==> src/logic/rtc_cfg_map.vh <==
// Register map and constants for the clock device configuration bank
//Contract
//- Bank answers index-data access only while unit select 07h holds 10h.
//- Bit 0 of both port base low bytes stays zero despite host writes.
//- Lock bit 7 set: standard RAM 38h-3Fh ignores writes and reads FFh.
//- Lock bit 6 set: every standard and extended RAM write is discarded.
//- Lock bit 5 set: extended RAM 00h-1Fh writes are discarded, reads not.
//- Lock bit 4 set: reads of extended RAM 00h-1Fh return FFh.
//- Lock bit 3 set: all 128 extended RAM bytes ignore writes and read FFh.
//- Writable 7-bit day alarm index resets to 49h; its top bit is reserved.
//- Writable 7-bit month alarm index resets to 4Ah; top bit is reserved.
//- Unused register bits are read-only; host writes to them do nothing.
`ifndef RTC_CFG_MAP_VH
`define RTC_CFG_MAP_VH

// Configuration indices
`define IDX_UNIT_SELECT   8'h07
`define IDX_ACTIVATE      8'h30
`define IDX_PORT0_HIGH    8'h60
`define IDX_PORT0_LOW     8'h61
`define IDX_PORT1_HIGH    8'h62
`define IDX_PORT1_LOW     8'h63
`define IDX_IRQ_NUMBER    8'h70
`define IDX_IRQ_TYPE      8'h71
`define IDX_RAM_LOCK      8'hF0
`define IDX_DAY_ALARM     8'hF1
`define IDX_MONTH_ALARM   8'hF2

// Unit number that selects this bank
`define UNIT_CLOCK        8'h10

// Reset values
`define RST_UNIT_SELECT   8'h00
`define RST_ACTIVATE      8'h00
`define RST_PORT0_HIGH    8'h00
`define RST_PORT0_LOW     8'h70
`define RST_PORT1_HIGH    8'h00
`define RST_PORT1_LOW     8'h72
`define RST_IRQ_NUMBER    8'h08
`define RST_IRQ_TYPE      8'h00
`define RST_RAM_LOCK      5'h00
`define RST_DAY_ALARM     7'h49
`define RST_MONTH_ALARM   7'h4A
// Stored upper seven bits of the base low reset values
`define RST_PORT0_STORED  7'h38
`define RST_PORT1_STORED  7'h39

// Lock register field positions
`define LOCK_STD_UPPER    7
`define LOCK_ALL_WRITE    6
`define LOCK_EXT_LO_WR    5
`define LOCK_EXT_LO_RD    4
`define LOCK_EXT_ALL      3
`define LOCK_LSB          3

// Masks and ranges
`define BASE_ALIGN_MASK   8'hFE
`define STD_UPPER_BASE    7'h38
`define STD_UPPER_TOP     7'h3F
`define EXT_LOW_TOP       7'h1F
`define BLOCKED_READ      8'hFF
`define ZERO_BYTE         8'h00

`endif

==> src/logic/rtc_ram_guard.v <==
// RAM access filter driven by the lock bits
`timescale 1ns/10ps
`default_nettype none
`include "rtc_cfg_map.vh"

module rtc_ram_guard (
  // Lock field, bits 7..3
  input  wire [4:0] lock,
  // Access under test
  input  wire       ext_sel,
  input  wire [6:0] ram_addr,
  // Verdicts
  output wire       write_ok,
  output wire       read_ok
);

  wire std_upper;
  wire ext_low;
  wire b_std;
  wire b_all_wr;
  wire b_ext_lo_wr;
  wire b_ext_lo_rd;
  wire b_ext_all;

  // Lock field indices relative to its lowest bit
  assign b_std       = lock[`LOCK_STD_UPPER - `LOCK_LSB];
  assign b_all_wr    = lock[`LOCK_ALL_WRITE - `LOCK_LSB];
  assign b_ext_lo_wr = lock[`LOCK_EXT_LO_WR - `LOCK_LSB];
  assign b_ext_lo_rd = lock[`LOCK_EXT_LO_RD - `LOCK_LSB];
  assign b_ext_all   = lock[`LOCK_EXT_ALL - `LOCK_LSB];

  // Address windows
  assign std_upper = !ext_sel && (ram_addr >= `STD_UPPER_BASE) &&
                     (ram_addr <= `STD_UPPER_TOP);
  assign ext_low   = ext_sel && (ram_addr <= `EXT_LOW_TOP);

  // Any blocking bit wins, so terms are simply OR-ed
  assign write_ok = !(b_all_wr
                    || (std_upper && b_std)
                    || (ext_low && b_ext_lo_wr)
                    || (ext_sel && b_ext_all));
  assign read_ok  = !((std_upper && b_std)
                    || (ext_low && b_ext_lo_rd)
                    || (ext_sel && b_ext_all));

endmodule // rtc_ram_guard
`default_nettype wire

==> src/logic/rtc_host_config.v <==
// Clock device configuration bank with RAM lock gating
`timescale 1ns/10ps
`default_nettype none
`include "rtc_cfg_map.vh"

module rtc_host_config (
  // Clock and reset
  input  wire       mclk,
  input  wire       rst,
  // Index-data configuration port
  input  wire [7:0] cfg_index,
  input  wire [7:0] cfg_wdata,
  input  wire       cfg_wr,
  input  wire       cfg_rd,
  output reg  [7:0] cfg_rdata,
  // Host RAM port, standard or extended bank
  input  wire       ram_ext_sel,
  input  wire [6:0] ram_addr,
  input  wire [7:0] ram_wdata,
  input  wire       ram_wr,
  input  wire       ram_rd,
  output reg  [7:0] ram_rdata,
  // Gated RAM store side
  output wire       store_wr,
  output wire       store_ext_sel,
  output wire [6:0] store_addr,
  output wire [7:0] store_wdata,
  input  wire [7:0] store_rdata,
  // Configuration for the clock core and decoder
  output reg  [7:0] device_activate,
  output wire [15:0] port0_base,
  output wire [15:0] port1_base,
  output reg  [7:0] irq_number_wake,
  output reg  [7:0] irq_type_select,
  output reg  [6:0] day_alarm_index,
  output reg  [6:0] month_alarm_index
);

  reg  [7:0] logical_unit_select;
  reg  [7:0] port0_base_high;
  reg  [6:0] port0_base_low;    // Bit 0 not stored
  reg  [7:0] port1_base_high;
  reg  [6:0] port1_base_low;
  reg  [4:0] nvram_access_lock; // Bits 7..3 only
  reg  [7:0] next_cfg_rdata;
  wire       bank_sel;
  wire       write_ok;
  wire       read_ok;
  wire       unit_wr;
  wire       bank_wr;
  wire       activate_wr;
  wire       p0_high_wr;
  wire       p0_low_wr;
  wire       p1_high_wr;
  wire       p1_low_wr;
  wire       irq_num_wr;
  wire       irq_type_wr;
  wire       lock_wr;
  wire       day_wr;
  wire       month_wr;

  // Bank visible only for the clock unit number
  assign bank_sel = (logical_unit_select == `UNIT_CLOCK);

  // Low base bits keep bit 0 at zero for 2-byte alignment
  assign port0_base = {port0_base_high, port0_base_low, 1'b0};
  assign port1_base = {port1_base_high, port1_base_low, 1'b0};

  rtc_ram_guard u_guard (
    .lock     (nvram_access_lock),
    .ext_sel  (ram_ext_sel),
    .ram_addr (ram_addr),
    .write_ok (write_ok),
    .read_ok  (read_ok)
  );

  // Blocked writes never reach the store
  assign store_wr      = ram_wr && write_ok;
  assign store_ext_sel = ram_ext_sel;
  assign store_addr    = ram_addr;
  assign store_wdata   = ram_wdata;

  // One strobe per register; unit select is always reachable
  assign unit_wr     = cfg_wr && (cfg_index == `IDX_UNIT_SELECT);
  assign bank_wr     = cfg_wr && bank_sel;
  assign activate_wr = bank_wr && (cfg_index == `IDX_ACTIVATE);
  assign p0_high_wr  = bank_wr && (cfg_index == `IDX_PORT0_HIGH);
  assign p0_low_wr   = bank_wr && (cfg_index == `IDX_PORT0_LOW);
  assign p1_high_wr  = bank_wr && (cfg_index == `IDX_PORT1_HIGH);
  assign p1_low_wr   = bank_wr && (cfg_index == `IDX_PORT1_LOW);
  assign irq_num_wr  = bank_wr && (cfg_index == `IDX_IRQ_NUMBER);
  assign irq_type_wr = bank_wr && (cfg_index == `IDX_IRQ_TYPE);
  assign lock_wr     = bank_wr && (cfg_index == `IDX_RAM_LOCK);
  assign day_wr      = bank_wr && (cfg_index == `IDX_DAY_ALARM);
  assign month_wr    = bank_wr && (cfg_index == `IDX_MONTH_ALARM);

  // Unit select is shared with the global control group
  always @(posedge mclk or posedge rst) begin
    if (rst) begin
      logical_unit_select <= `RST_UNIT_SELECT;
    end else if (unit_wr) begin
      logical_unit_select <= cfg_wdata;
    end
  end

  // Activate register, handed to the clock core as is
  always @(posedge mclk or posedge rst) begin
    if (rst) begin
      device_activate <= `RST_ACTIVATE;
    end else if (activate_wr) begin
      device_activate <= cfg_wdata;
    end
  end

  // Port 0 base, high byte
  always @(posedge mclk or posedge rst) begin
    if (rst) begin
      port0_base_high <= `RST_PORT0_HIGH;
    end else if (p0_high_wr) begin
      port0_base_high <= cfg_wdata;
    end
  end

  // Port 0 base, low byte; bit 0 has no flop, so it cannot drift
  always @(posedge mclk or posedge rst) begin
    if (rst) begin
      port0_base_low <= `RST_PORT0_STORED;
    end else if (p0_low_wr) begin
      port0_base_low <= cfg_wdata[7:1];
    end
  end

  // Port 1 base, high byte
  always @(posedge mclk or posedge rst) begin
    if (rst) begin
      port1_base_high <= `RST_PORT1_HIGH;
    end else if (p1_high_wr) begin
      port1_base_high <= cfg_wdata;
    end
  end

  // Port 1 base, low byte, same alignment as port 0
  always @(posedge mclk or posedge rst) begin
    if (rst) begin
      port1_base_low <= `RST_PORT1_STORED;
    end else if (p1_low_wr) begin
      port1_base_low <= cfg_wdata[7:1];
    end
  end

  // Interrupt number and wake enable
  always @(posedge mclk or posedge rst) begin
    if (rst) begin
      irq_number_wake <= `RST_IRQ_NUMBER;
    end else if (irq_num_wr) begin
      irq_number_wake <= cfg_wdata;
    end
  end

  // Interrupt type select
  always @(posedge mclk or posedge rst) begin
    if (rst) begin
      irq_type_select <= `RST_IRQ_TYPE;
    end else if (irq_type_wr) begin
      irq_type_select <= cfg_wdata;
    end
  end

  // Lock field; reserved low bits are never stored
  always @(posedge mclk or posedge rst) begin
    if (rst) begin
      nvram_access_lock <= `RST_RAM_LOCK;
    end else if (lock_wr) begin
      nvram_access_lock <= cfg_wdata[`LOCK_STD_UPPER:`LOCK_LSB];
    end
  end

  // Day alarm index; top bit reserved
  always @(posedge mclk or posedge rst) begin
    if (rst) begin
      day_alarm_index <= `RST_DAY_ALARM;
    end else if (day_wr) begin
      day_alarm_index <= cfg_wdata[6:0];
    end
  end

  // Month alarm index; top bit reserved
  always @(posedge mclk or posedge rst) begin
    if (rst) begin
      month_alarm_index <= `RST_MONTH_ALARM;
    end else if (month_wr) begin
      month_alarm_index <= cfg_wdata[6:0];
    end
  end

  // Read mux; unmapped or unselected indices read zero
  always @* begin
    next_cfg_rdata = `ZERO_BYTE;
    if (cfg_index == `IDX_UNIT_SELECT) begin
      next_cfg_rdata = logical_unit_select;
    end else if (bank_sel) begin
      case (cfg_index)
        `IDX_ACTIVATE:    next_cfg_rdata = device_activate;
        `IDX_PORT0_HIGH:  next_cfg_rdata = port0_base_high;
        `IDX_PORT0_LOW:   next_cfg_rdata = port0_base[7:0];
        `IDX_PORT1_HIGH:  next_cfg_rdata = port1_base_high;
        `IDX_PORT1_LOW:   next_cfg_rdata = port1_base[7:0];
        `IDX_IRQ_NUMBER:  next_cfg_rdata = irq_number_wake;
        `IDX_IRQ_TYPE:    next_cfg_rdata = irq_type_select;
        `IDX_RAM_LOCK:    next_cfg_rdata = {nvram_access_lock, 3'b000};
        `IDX_DAY_ALARM:   next_cfg_rdata = {1'b0, day_alarm_index};
        `IDX_MONTH_ALARM: next_cfg_rdata = {1'b0, month_alarm_index};
        default:          next_cfg_rdata = `ZERO_BYTE;
      endcase
    end
  end

  // Registered read data, captured on a read strobe
  always @(posedge mclk or posedge rst) begin
    if (rst) begin
      cfg_rdata <= `ZERO_BYTE;
      ram_rdata <= `ZERO_BYTE;
    end else begin
      if (cfg_rd) begin
        cfg_rdata <= next_cfg_rdata;
      end
      // Store read data is combinational for the current address
      if (ram_rd) begin
        ram_rdata <= read_ok ? store_rdata : `BLOCKED_READ;
      end
    end
  end

endmodule // rtc_host_config
`default_nettype wire

==> config.mk <==
export PLATFORM = sky130hd
export DESIGN_NAME = rtc_host_config
export DESIGN_NICKNAME = d
export VERILOG_FILES = /design/src/logic/rtc_ram_guard.v /design/src/logic/rtc_host_config.v
export VERILOG_INCLUDE_DIRS = /design/src /design/src/logic
export SDC_FILE = /design/constraint.sdc
export NUM_CORES = 1
export LEC_CHECK = 0
export ABC_CLOCK_PERIOD_IN_PS = 6400
export BUFFER_PORTS_ARGS = -buffer_cell sky130_fd_sc_hd__buf_4
export CAP_MARGIN = 0
export CORE_MARGIN = 4
export CORE_UTILIZATION = 56
export DETAILED_ROUTE_END_ITERATION = 10
export GPL_ROUTABILITY_DRIVEN = 0
export MAX_ROUTING_LAYER = met4
export PLACE_DENSITY_LB_ADDON = 0.2
export SLEW_MARGIN = 20
export SYNTH_ARGS = -nofsm -noshare
export SYNTH_HDL_FRONTEND = slang
export SYNTH_SLANG_ARGS = --single-unit
==> constraint.sdc <==
create_clock -name mclk -period 6.4 [get_ports mclk]
set_input_delay 0.64 -clock mclk [delete_from_list [all_inputs] [get_ports mclk]]
set_output_delay 0.64 -clock mclk [all_outputs]
set_load 0.01 [all_outputs]
Word-level counts from Yosys, hierarchy flattened
Cells that the tools add are included.

Add/sub/neg operators: 0. $mul: 0. Div/mod/pow operators: 0. $lt $le $gt $ge: 3. Eq/ne operators: 12. Shifts and indexed selects: 0. Muxes and demuxes: 4. Bitwise logic cells: 0. Reduce and logical (&&, ||, !) cells: 27.

Operators with widths (number): 8-bit one-hot mux with 10 select lines (1); 8-bit by 7-bit equality test with 1-bit output, second input constant (6); 8-bit equality test, second input constant (3); 8-bit 2-to-1 mux (3); 1-bit logical AND (20); 8-bit by 3-bit equality test with 1-bit output, second input constant (1); 8-bit by 5-bit equality test with 1-bit output, second input constant (1); 8-bit by 6-bit equality test with 1-bit output, second input constant (1); 7-bit by 6-bit greater-or-equal comparator with 1-bit output, second input constant (1); 7-bit by 5-bit less-or-equal comparator with 1-bit output, second input constant (1); 7-bit by 6-bit less-or-equal comparator with 1-bit output, second input constant (1); 1-bit logical OR (5); 1-bit logical NOT (2).

Register bits after elaboration: 97. Bits in latches: 0. Memory bits (writable): 0. ROM bits: 0. Input bits: 46. Output and inout port bits: 103. Word-level logic and storage cells: 59. Memories: 0.

Depth between registers and ports, before layout
Gate-level depths: netlist (run 1).

Word-level depth: 9. Gate-level depth with buffers: 7. Depth with buffers taken out: 5.

By module
Synthesis (run 1) repeated with hierarchy kept, for this count alone.

Cells, all modules: 382. Area total of the unflattened synthesis: 4877.2 µm².

Modules (own cells, without submodules): rtc_host_config (times used 1, cells each 375, area an instance 4829.6 µm², seq. area each 2444.8 µm²); rtc_ram_guard (times used 1, cells each 7, area an instance 47.5 µm², seq. area each 0.0 µm²).

Worst setup path before layout (run 1)
OpenSTA, ideal clock, no wires.

Path kind: input -> output. Start point: in ram_addr[5]. End point: out store_wr. Data arrival time: 1.584 ns. Data required time: 5.760 ns. Setup slack: 4.176 ns. Stages on the path: 4. Path buffers: 0. Path through: nor2b_1 > nand4_1 > o21ai_0 > a2111oi_0.

Word-level cells in the longest chain between the ends: 9. Elaborated cells on any way between the ends: 13. Classes of those cells: 3 x order compare; 10 x reduce/logical.

Ends and longest elaborated chain: start: declaration (line rtc_host_config.v:18) `input wire [6:0] ram_addr,`; 7-bit by 6-bit greater-or-equal comparator with 1-bit output (no source line); 1-bit logical AND (2 in series) (line rtc_ram_guard.v:33) `` assign std_upper = !ext_sel && (ram_addr >= `STD_UPPER_BASE) && ``; 1-bit logical AND (line rtc_ram_guard.v:39) `|| (std_upper && b_std)`; 1-bit logical OR (line rtc_ram_guard.v:39); 1-bit logical OR (*) (line rtc_ram_guard.v:40) `|| (ext_low && b_ext_lo_wr)`; 1-bit logical OR (*) (line rtc_ram_guard.v:41) `|| (ext_sel && b_ext_all));`; 1-bit logical NOT (*) (line rtc_ram_guard.v:38) `assign write_ok = !(b_all_wr`; 1-bit logical AND (*) (line rtc_host_config.v:78) `assign store_wr = ram_wr && write_ok;`; end: declaration (line rtc_host_config.v:24) `output wire store_wr,`.

Mark *: on every way between the ends. The rest lies on a longest branch, timed or not.

Final worst setup path (run 1)
Start point: reg logical_unit_select[0]. End point: reg device_activate[5].

Word-level cells in the longest chain between the ends: 3.

Ends and longest elaborated chain: start: declaration (line rtc_host_config.v:39) `reg [7:0] logical_unit_select;`; start signal: assignment (line rtc_host_config.v:100) `` logical_unit_select <= `RST_UNIT_SELECT; ``; start signal: assignment (line rtc_host_config.v:102) `logical_unit_select <= cfg_wdata;`; 8-bit by 5-bit equality test with 1-bit output (no source line); 1-bit logical AND (line rtc_host_config.v:85) `assign bank_wr = cfg_wr && bank_sel;`; 1-bit logical AND (line rtc_host_config.v:86) `` assign activate_wr = bank_wr && (cfg_index == `IDX_ACTIVATE); ``; end signal: assignment (line rtc_host_config.v:109) `` device_activate <= `RST_ACTIVATE; ``; end signal: assignment (line rtc_host_config.v:111) `device_activate <= cfg_wdata;`; end: declaration (line rtc_host_config.v:30) `output reg [7:0] device_activate,`.

Every way passes these cells. A chain may end at the register's enable or synchronous reset.

==> results of run 1 <==
[power by group through the flow]
stage               Combinational [mW]  Clock, mW  Sequential (mW)
floorplan                       0.0598          0            0.640
global placement                0.0963          0            0.638
global route                     0.107      0.424            0.627
finish                          0.0979      0.393            0.626
CTS                             0.0981      0.396            0.626
detailed placement              0.0979          0            0.638
[cells in the mapped netlist (all sizes together), types with 7 or more instances]
cell,count
o221ai,8
mux2i,13
nor3,7
nand2,16
o22a,8
a22oi,7
buf,30
clkbuf,11
nand3,13
inv,10
dfrtp,83
o21ai,7
dfstp,14
nor2,13
mux2,83
[layer usage]
layer,vias up,routed length (um)
met5,-,0
met4,0,146
met3,18,775
met2,146,6450
met1,1853,5560
li1,1635,-
[final cells by class]
type	instances	area, um2
fillers	624	2460
multi-input cells	244	2130
well taps	105	131
clock buffers	12	135
inverters	10	38.8
flip-flops and latches	97	2440
repair buffers	125	938
clock inverters	4	53.8
[worst max-delay path by stage]
stage,from,to,cells after the start
final,logical_unit_select[0],device_activate[5],5
after global routing,logical_unit_select[0],device_activate[2],5
after CTS,cfg_index[7],port0_base_low[1],5
after detailed placement,cfg_index[7],port0_base_low[1],5
after global placement,cfg_index[7],port0_base_low[0],5
after floorplan,rst,cfg_rdata[0],1
[sequential cells by signal, indices dropped and copies added (netlist names)]
name                 flops
logical_unit_select      8
nvram_access_lock        5
day_alarm_index          7
port0_base_low           7
port1_base_low           7
ram_rdata                8
irq_number_wake          8
port1_base_high          8
cfg_rdata                8
month_alarm_index        7
irq_type_select          8
device_activate          8
port0_base_high          8
[logic make-up (layout without fill, tap and decap cells)]
group / count (synthesis) / after routing / synth area share [%]
AND/OR/NAND/NOR: 85 / 85 / 11.5
AO/OA/AOI/OAI: 60 / 60 / 9.83
buffers and inverters: 51 / 151 / 5.78
flip-flops: 97 / 97 / 50.4
multiplexers: 97 / 97 / 22.4
other: 1 / 2 / 0.0773
[layout by cell type (no fill, tap or decap), types with 8 or more instances in the layout]
cell                       count
sky130_fd_sc_hd__nor2_1        8
sky130_fd_sc_hd__o22a_1        8
sky130_fd_sc_hd__buf_4       125
sky130_fd_sc_hd__inv_1         9
sky130_fd_sc_hd__mux2i_1      13
sky130_fd_sc_hd__mux2_2       83
sky130_fd_sc_hd__dfstp_2      14
sky130_fd_sc_hd__o221ai_1      8
sky130_fd_sc_hd__dfrtp_1      83
sky130_fd_sc_hd__clkbuf_8      9
sky130_fd_sc_hd__nand3_1      12
sky130_fd_sc_hd__nand2_1      15
[critical path, delay by kind of cell, from the launching register on]
kind          cells  cell delay (ns)
simple gates      4             1.65
flops             1             0.41
mux               1             0.41
[stage by stage]
step	worst slack, ns	hold WS (ns)	instance area (um2)	util (%)	power (mW)
6_report	3.82	0.354	5880	70.5	1.12
5_1_grt	3.69	0.404	5880	70.5	1.16
4_1_cts	3.76	0.379	5870	70.4	1.12
3_5_place_dp	3.38	0.489	5680	68.1	0.736
3_3_place_gp	3.55	0.483	5680	68.1	0.734
2_1_floorplan	3.25	0.485	4850	-	0.700
==> reports/metrics.csv, run 1 <==
stage;metric;value;unit
power_and_ir_drop;Leakage Power;2.79;nW
yosys;part of the Yosys area used for sequential elements;50.4;%
power_and_ir_drop;switching power;0.275;mW
run_status;result of the run;completed;
global_route;total congestion overflow;0;
worst_setup_path;end of the worst register-to-register path;device_activate[5];
floorplan;Placement Rows;33;
yosys;yosys warns;0;
yosys;number of library cell types mapped by synthesis;59;
global_route;largest net degree at the start of global routing;57;
yosys;predominant post-synthesis flop cell;sky130_fd_sc_hd__dfrtp_1;
worst_setup_path;endpoint kind of the worst setup timing path;flop;
yosys;cell taking the most area after synthesis;sky130_fd_sc_hd__dfrtp_1;
route;detailed-route wire length;12900;um
sta;clock period minus worst slack;2.58;ns
power_and_ir_drop;Gate power share;8.8;%
power_and_ir_drop;IR drop worst, VDD;0.132;mV
worst_setup_path;biggest fanout along the worst timing path;8;
route;Residual DRC;0;
floorplan;horizontal die dimension;101;um
yosys;post-synthesis instance total;391;
route;via density per instance;6.12;
sta;share of the clock period used by the worst path after layout;40.3;%
clocking;worst-skew pair later-pin latency;0.37;ns
sta;setup TNS;0;ns
route;post-route antenna net violation count;0;
power_and_ir_drop;proportion of total power due to net switching;24.6;%
final_layout;Layout area overhead;21.2;%
power_and_ir_drop;clock power share;35.2;%
global_route;layer with the highest usage after global routing;met2;
global_route;global routing usage on met1;36.5;%
clocking;Setup Buffers After CTS;0;
worst_setup_path;r2r worst-path depth;5;
sta;Setup Skew;0.0108;ns
global_route;met2 capacity usage during global routing;42.7;%
global_route;via count of the first global-routing pass;3707;
yosys;number of synthesized register bits;97;
clocking;Num CTS Buffers;9;
floorplan;I/O pins;149;
worst_setup_path;Req. time, crit path;6.65;ns
route;Detailed Route Iter0 Violations;240;
power_and_ir_drop;internal power summed over all cells;0.842;mW
yosys;Avg Cell Area, Syn;12.4;um2
clocking;maximum level of the CTS H-tree;3;
sta;total setup violations reported at the end of the flow;0;
floorplan;area of the die;0.0102;mm2
clocking;Sink Count;97;
global_route;grt met3 use;4.29;%
worst_setup_path;WS Path Type;reg2reg;
route;Wirelength per Cell;21.7;um
final_layout;number of standard cells in the layout, taps in and fillers out;597;
final_layout;Nets;533;
floorplan;core area;0.00834;mm2
worst_setup_path;Slowest-stage cell, CP;sky130_fd_sc_hd__nor2b_1;
floorplan;overall die height;101;um
sta;highest attainable clock frequency;388;MHz
global_route;wire length of the first global-routing pass;20300;um
yosys;ranking of synthesized cells by area;sky130_fd_sc_hd__dfrtp_1, sky130_fd_sc_hd__mux2_2, sky130_fd_sc_hd__dfstp_2, sky130_fd_sc_hd__buf_4, sky130_fd_sc_hd__mux2i_1;
worst_setup_path;delay of the slowest cell on the worst path;0.61;ns
global_route;initial antenna violation count;0;
power_and_ir_drop;power density over cell area;190;mW/mm2
yosys;synthesized cell area;0.00485;mm2
floorplan;Starting Density;58.1;%
power_and_ir_drop;portion of total power attributed to sequential cells;56.1;%
route;overall via count from detail_route;3652;
min_path;hold crit path type;in2async;
placement;IO Port Bufs;124;
clocking;total of cells resized after clock tree synthesis;0;
clocking;count of hold buffers inserted by post-cts repair;0;
final_layout;fraction of final layout cells sized beyond drive strength 1;51.8;%
worst_setup_path;nature of the critical path startpoint;flop;
placement;number of cells after detailed placement;581;
worst_setup_path;Reg2Reg Setup Slack;3.82;ns
clocking;clock root buffer;sky130_fd_sc_hd__clkbuf_8;
clocking;clock tree from TritonCTS;built;
sta;Final Slew Violations;0;
yosys;number of enable-type register cells in the synthesized netlist;0;
route;number of detailed-routing iterations run before antenna repair;5;
worst_setup_path;data arrival at the endpoint of the critical path;2.83;ns
sta;worst slew margin relative to its limit;42.3;%
final_layout;number of diodes added for antenna fixing;0;
sta;number of hold violations in the final report;0;
worst_setup_path;Reg-to-Reg Start;logical_unit_select[0];
global_route;GRT Util Overall;26.9;%
sta;pin slew with the least headroom to its limit;0.854;ns
placement;HPWL after detailed placement;9700;um
yosys;portion of synthesized cell area occupied by the leading cell type;42.8;%
clocking;maximum clock path buffer count;2;
job;total of max-cap violations;0;
sta;setup repair after global routing missed its margin;no;
clocking;clock-pin slew on the worst setup and hold paths;0.09;ns
worst_setup_path;cell breakdown of the critical path;nor4_1 > and2_1 > nand3_2 > nor2b_1 > mux2_2;
yosys;Post-synth ARST share;100;%
(Power assumes the default switching activity.)
==> run 2: changes to the inputs <==
--- a/config.mk
+++ b/config.mk
@@ -6,11 +6,11 @@
 export SDC_FILE = /design/constraint.sdc
 export NUM_CORES = 1
 export LEC_CHECK = 0
-export ABC_CLOCK_PERIOD_IN_PS = 6400
+export ABC_CLOCK_PERIOD_IN_PS = 2150
 export BUFFER_PORTS_ARGS = -buffer_cell sky130_fd_sc_hd__buf_4
 export CAP_MARGIN = 0
 export CORE_MARGIN = 4
-export CORE_UTILIZATION = 56
+export CORE_UTILIZATION = 47
 export DETAILED_ROUTE_END_ITERATION = 10
 export GPL_ROUTABILITY_DRIVEN = 0
 export MAX_ROUTING_LAYER = met4
==> constraint.sdc (replaced) <==
create_clock -name mclk -period 2.15 [get_ports mclk]
set_input_delay 0.215 -clock mclk [delete_from_list [all_inputs] [get_ports mclk]]
set_output_delay 0.215 -clock mclk [all_outputs]
set_load 0.01 [all_outputs]
==> reports/metrics.csv, run 2 (synthesized netlist as in run 1, its figures left out) <==
stage;metric;value;unit;change
sta;share of the clock period used by the worst path after layout;94.3;%;+54 points
clocking;clock tree from TritonCTS;built;;
worst_setup_path;worst setup path end;day_alarm_index[2];;
route;number of detailed-routing iterations run before antenna repair;5;;unchanged
floorplan;Placement Rows;36;;+9.1%
worst_setup_path;delay of the slowest cell on the worst path;0.43;ns;-0.18 ns
route;sum of met3 wire segment lengths after detailed routing;942;um;+22%
route;via density per instance;5.78;;-5.5%
sta;setup repair after global routing missed its margin;no;;
clocking;clock root buffer;sky130_fd_sc_hd__clkbuf_8;;
worst_setup_path;WS Path Type;reg2reg;;
route;Residual DRC;0;;unchanged
worst_setup_path;Reg2Reg Setup Slack;0.12;ns;-3.70 ns
floorplan;overall die height;110;um;+8.4%
placement;IO Port Bufs;124;;unchanged
sta;highest attainable clock frequency;493;MHz;+27%
placement;post-detailed-placement cell area;0.00588;mm2;+3.5%
floorplan;area of the die;0.0120;mm2;+18%
run_status;result of the run;finished, violations left;;
clocking;Sink Count;97;;unchanged
final_layout;number of diodes added for antenna fixing;0;;unchanged
route;highest metal layer with signal wires;met4;;
run_status;failing checks;negative hold slack;;
worst_setup_path;startpoint of the most critical setup path;logical_unit_select[5];;
final_layout;top library cells by usage in the layout, fill and taps aside;sky130_fd_sc_hd__buf_4, sky130_fd_sc_hd__mux2_2, sky130_fd_sc_hd__dfrtp_1;;
sta;total setup violations reported at the end of the flow;0;;unchanged
worst_setup_path;Slowest-stage cell, CP;sky130_fd_sc_hd__dfrtp_1;;
worst_setup_path;data arrival at the endpoint of the critical path;2.27;ns;-0.56 ns
power_and_ir_drop;IR drop worst, VDD;0.284;mV;+110%
sta;Final Slew Violations;0;;unchanged
global_route;wire length of the first global-routing pass;20800;um;+2.2%
global_route;total congestion overflow;0;;unchanged
worst_setup_path;endpoint kind of the worst setup timing path;flop;;
worst_setup_path;biggest fanout along the worst timing path;7;;-1
job;total of max-cap violations;0;;unchanged
worst_setup_path;end of the worst register-to-register path;day_alarm_index[2];;
floorplan;Starting Density;48.9;%;-9.2 points
route;detailed-routing wirelength on met1;6030;um;+8.4%
global_route;via count of the first global-routing pass;3687;;-0.54%
floorplan;I/O pins;149;;unchanged
route;Detailed Route Iter0 Violations;321;;+34%
final_layout;final core utilization;61.7;%;-8.7 points
clocking;worst-skew pair later-pin latency;0.36;ns;about the same
clocking;maximum level of the CTS H-tree;3;;unchanged
worst_setup_path;CP Depth;6;;+1
global_route;initial antenna violation count;0;;unchanged
final_layout;Layout area overhead;26.1;%;
worst_setup_path;Req. time, crit path;2.39;ns;-4.26 ns
power_and_ir_drop;power density over cell area;550;mW/mm2;+190%
global_route;largest net degree at the start of global routing;98;;+72%
route;post-route antenna net violation count;0;;unchanged
sta;hold slack final;-0.0261;ns;-0.380 ns
final_layout;area used by multi-input combinational logic;0.00214;mm2;+0.41%
floorplan;horizontal die dimension;110;um;+8.4%
placement;HPWL after detailed placement;9970;um;+2.8%
final_layout;final-layout fill cell count;833;;+33%
clocking;clock-pin slew on the worst setup and hold paths;0.10;ns;about the same
clocking;Num CTS Buffers;9;;unchanged
sta;number of hold violations in the final report;11;;+11
min_path;hold crit path type;in2async;;
worst_setup_path;r2r worst-path depth;6;;+1
worst_setup_path;kind of cell with the highest combined delay on the critical path;simple AND/OR/NAND/NOR gates;;
route;wire length on met2;6420;um;-0.48%
global_route;GRT Util Overall;23.8;%;-3.1 points
route;Wirelength per Cell;21.0;um;-2.8%
power_and_ir_drop;Leakage Power;2.91;nW;+4.4%
final_layout;fraction of final layout cells sized beyond drive strength 1;54.0;%;+2.2 points
clocking;count of hold buffers inserted by post-cts repair;0;;unchanged
worst_setup_path;Reg-to-Reg Start;logical_unit_select[5];;
final_layout;final design area excluding fillers;0.00612;mm2;+4.1%
route;overall via count from detail_route;3734;;+2.2%
sta;setup TNS;0;ns;unchanged
worst_setup_path;critical path buffer and inverter count;1;;+1
floorplan;core area;0.00991;mm2;+19%
clocking;maximum clock path buffer count;2;;unchanged
sta;clock period minus worst slack;2.03;ns;-0.549 ns
sta;Setup Skew;0.0146;ns;+0.00381 ns
final_layout;leading cell type in the layout, fill and taps excluded;sky130_fd_sc_hd__buf_4;;
sta;pin slew with the least headroom to its limit;0.679;ns;-0.175 ns
final_layout;Nets;554;;+3.9%
sta;worst slew margin relative to its limit;54.7;%;+12 points
worst_setup_path;nature of the critical path startpoint;flop;;
route;detailed-route wire length;13600;um;+5.2%
final_layout;Storage cell area;0.00244;mm2;unchanged
worst_setup_path;cell breakdown of the critical path;nor4b_4 > and2_1 > nand2_1 > nor3_4 > buf_12 > mux2_2;;
==> run 2: worst register-to-register path: stages (launching register included) <==
cell and delay (ns):
sky130_fd_sc_hd__dfrtp_1 0.43, sky130_fd_sc_hd__nor4b_4 0.32, sky130_fd_sc_hd__and2_1 0.27, sky130_fd_sc_hd__nand2_1 0.17, sky130_fd_sc_hd__nor3_4 0.23, sky130_fd_sc_hd__buf_12 0.15
sky130_fd_sc_hd__mux2_2 0.33
==> run 2: how the worst min path moves through the flow <==
| stage | start | end | slack (ns) | cells past startpoint |
|---|---|---|---|---|
| finish | rst | ram_rdata[0] | -0.03 | 3 |
| CTS | rst | ram_rdata[0] | 0.01 | 3 |
| detailed placement | rst | ram_rdata[0] | 0.41 | 3 |
| global route | rst | ram_rdata[0] | 0.03 | 3 |
| floorplan | store_rdata[0] | ram_rdata[0] | 0.34 | 1 |
| global placement | rst | ram_rdata[0] | 0.40 | 3 |
==> run 2: area by class of cell <==
type / count / area share, %
Clock inverter: 5 / 0.920
Clock buffer: 11 / 2.15
Inverter: 10 / 0.675
Timing Repair Buffer: 146 / 18.5
Sequential cell: 97 / 40.0
Multi-Input combinational cell: 244 / 35.0
Tap cell: 133 / 2.72
==> run 2: through the flow <==
stage	hold WS, ns	instances	worst slack, ns	power (mW)
floorplan	0.341	392	0.276	2.08
global placement	0.403	627	0.0178	2.21
detailed placement	0.407	627	-0.00557	2.21
CTS	0.0101	643	0.0229	3.37
global route	0.0267	646	0.00985	3.50
finish	-0.0261	646	0.122	3.36
==> run 2: what timing repair did <==
action / in CTS / in global routing
pin swaps: 1 / 3
gates resized for setup: 0 / 2
setup endpoints to repair: 4 / 43
buffers inserted: 0 / 3
==> run 2: report_power, final <==
group	internal (mW)	switching, mW	total [mW]
Clock	0.538	0.644	1.18
Sequential	1.85	0.0170	1.87
Combinational	0.128	0.187	0.316
Total	2.51	0.849	3.36
==> run 2: routing by layer <==
| metal | track usage, % | up-vias |
|---|---|---|
| met2 | 34.7 | 165 |
| met1 | 34.3 | 1873 |
| met4 | 6.86 | 0 |
| met3 | 4.05 | 17 |
| li1 | - | 1679 |
| met5 | - | - |
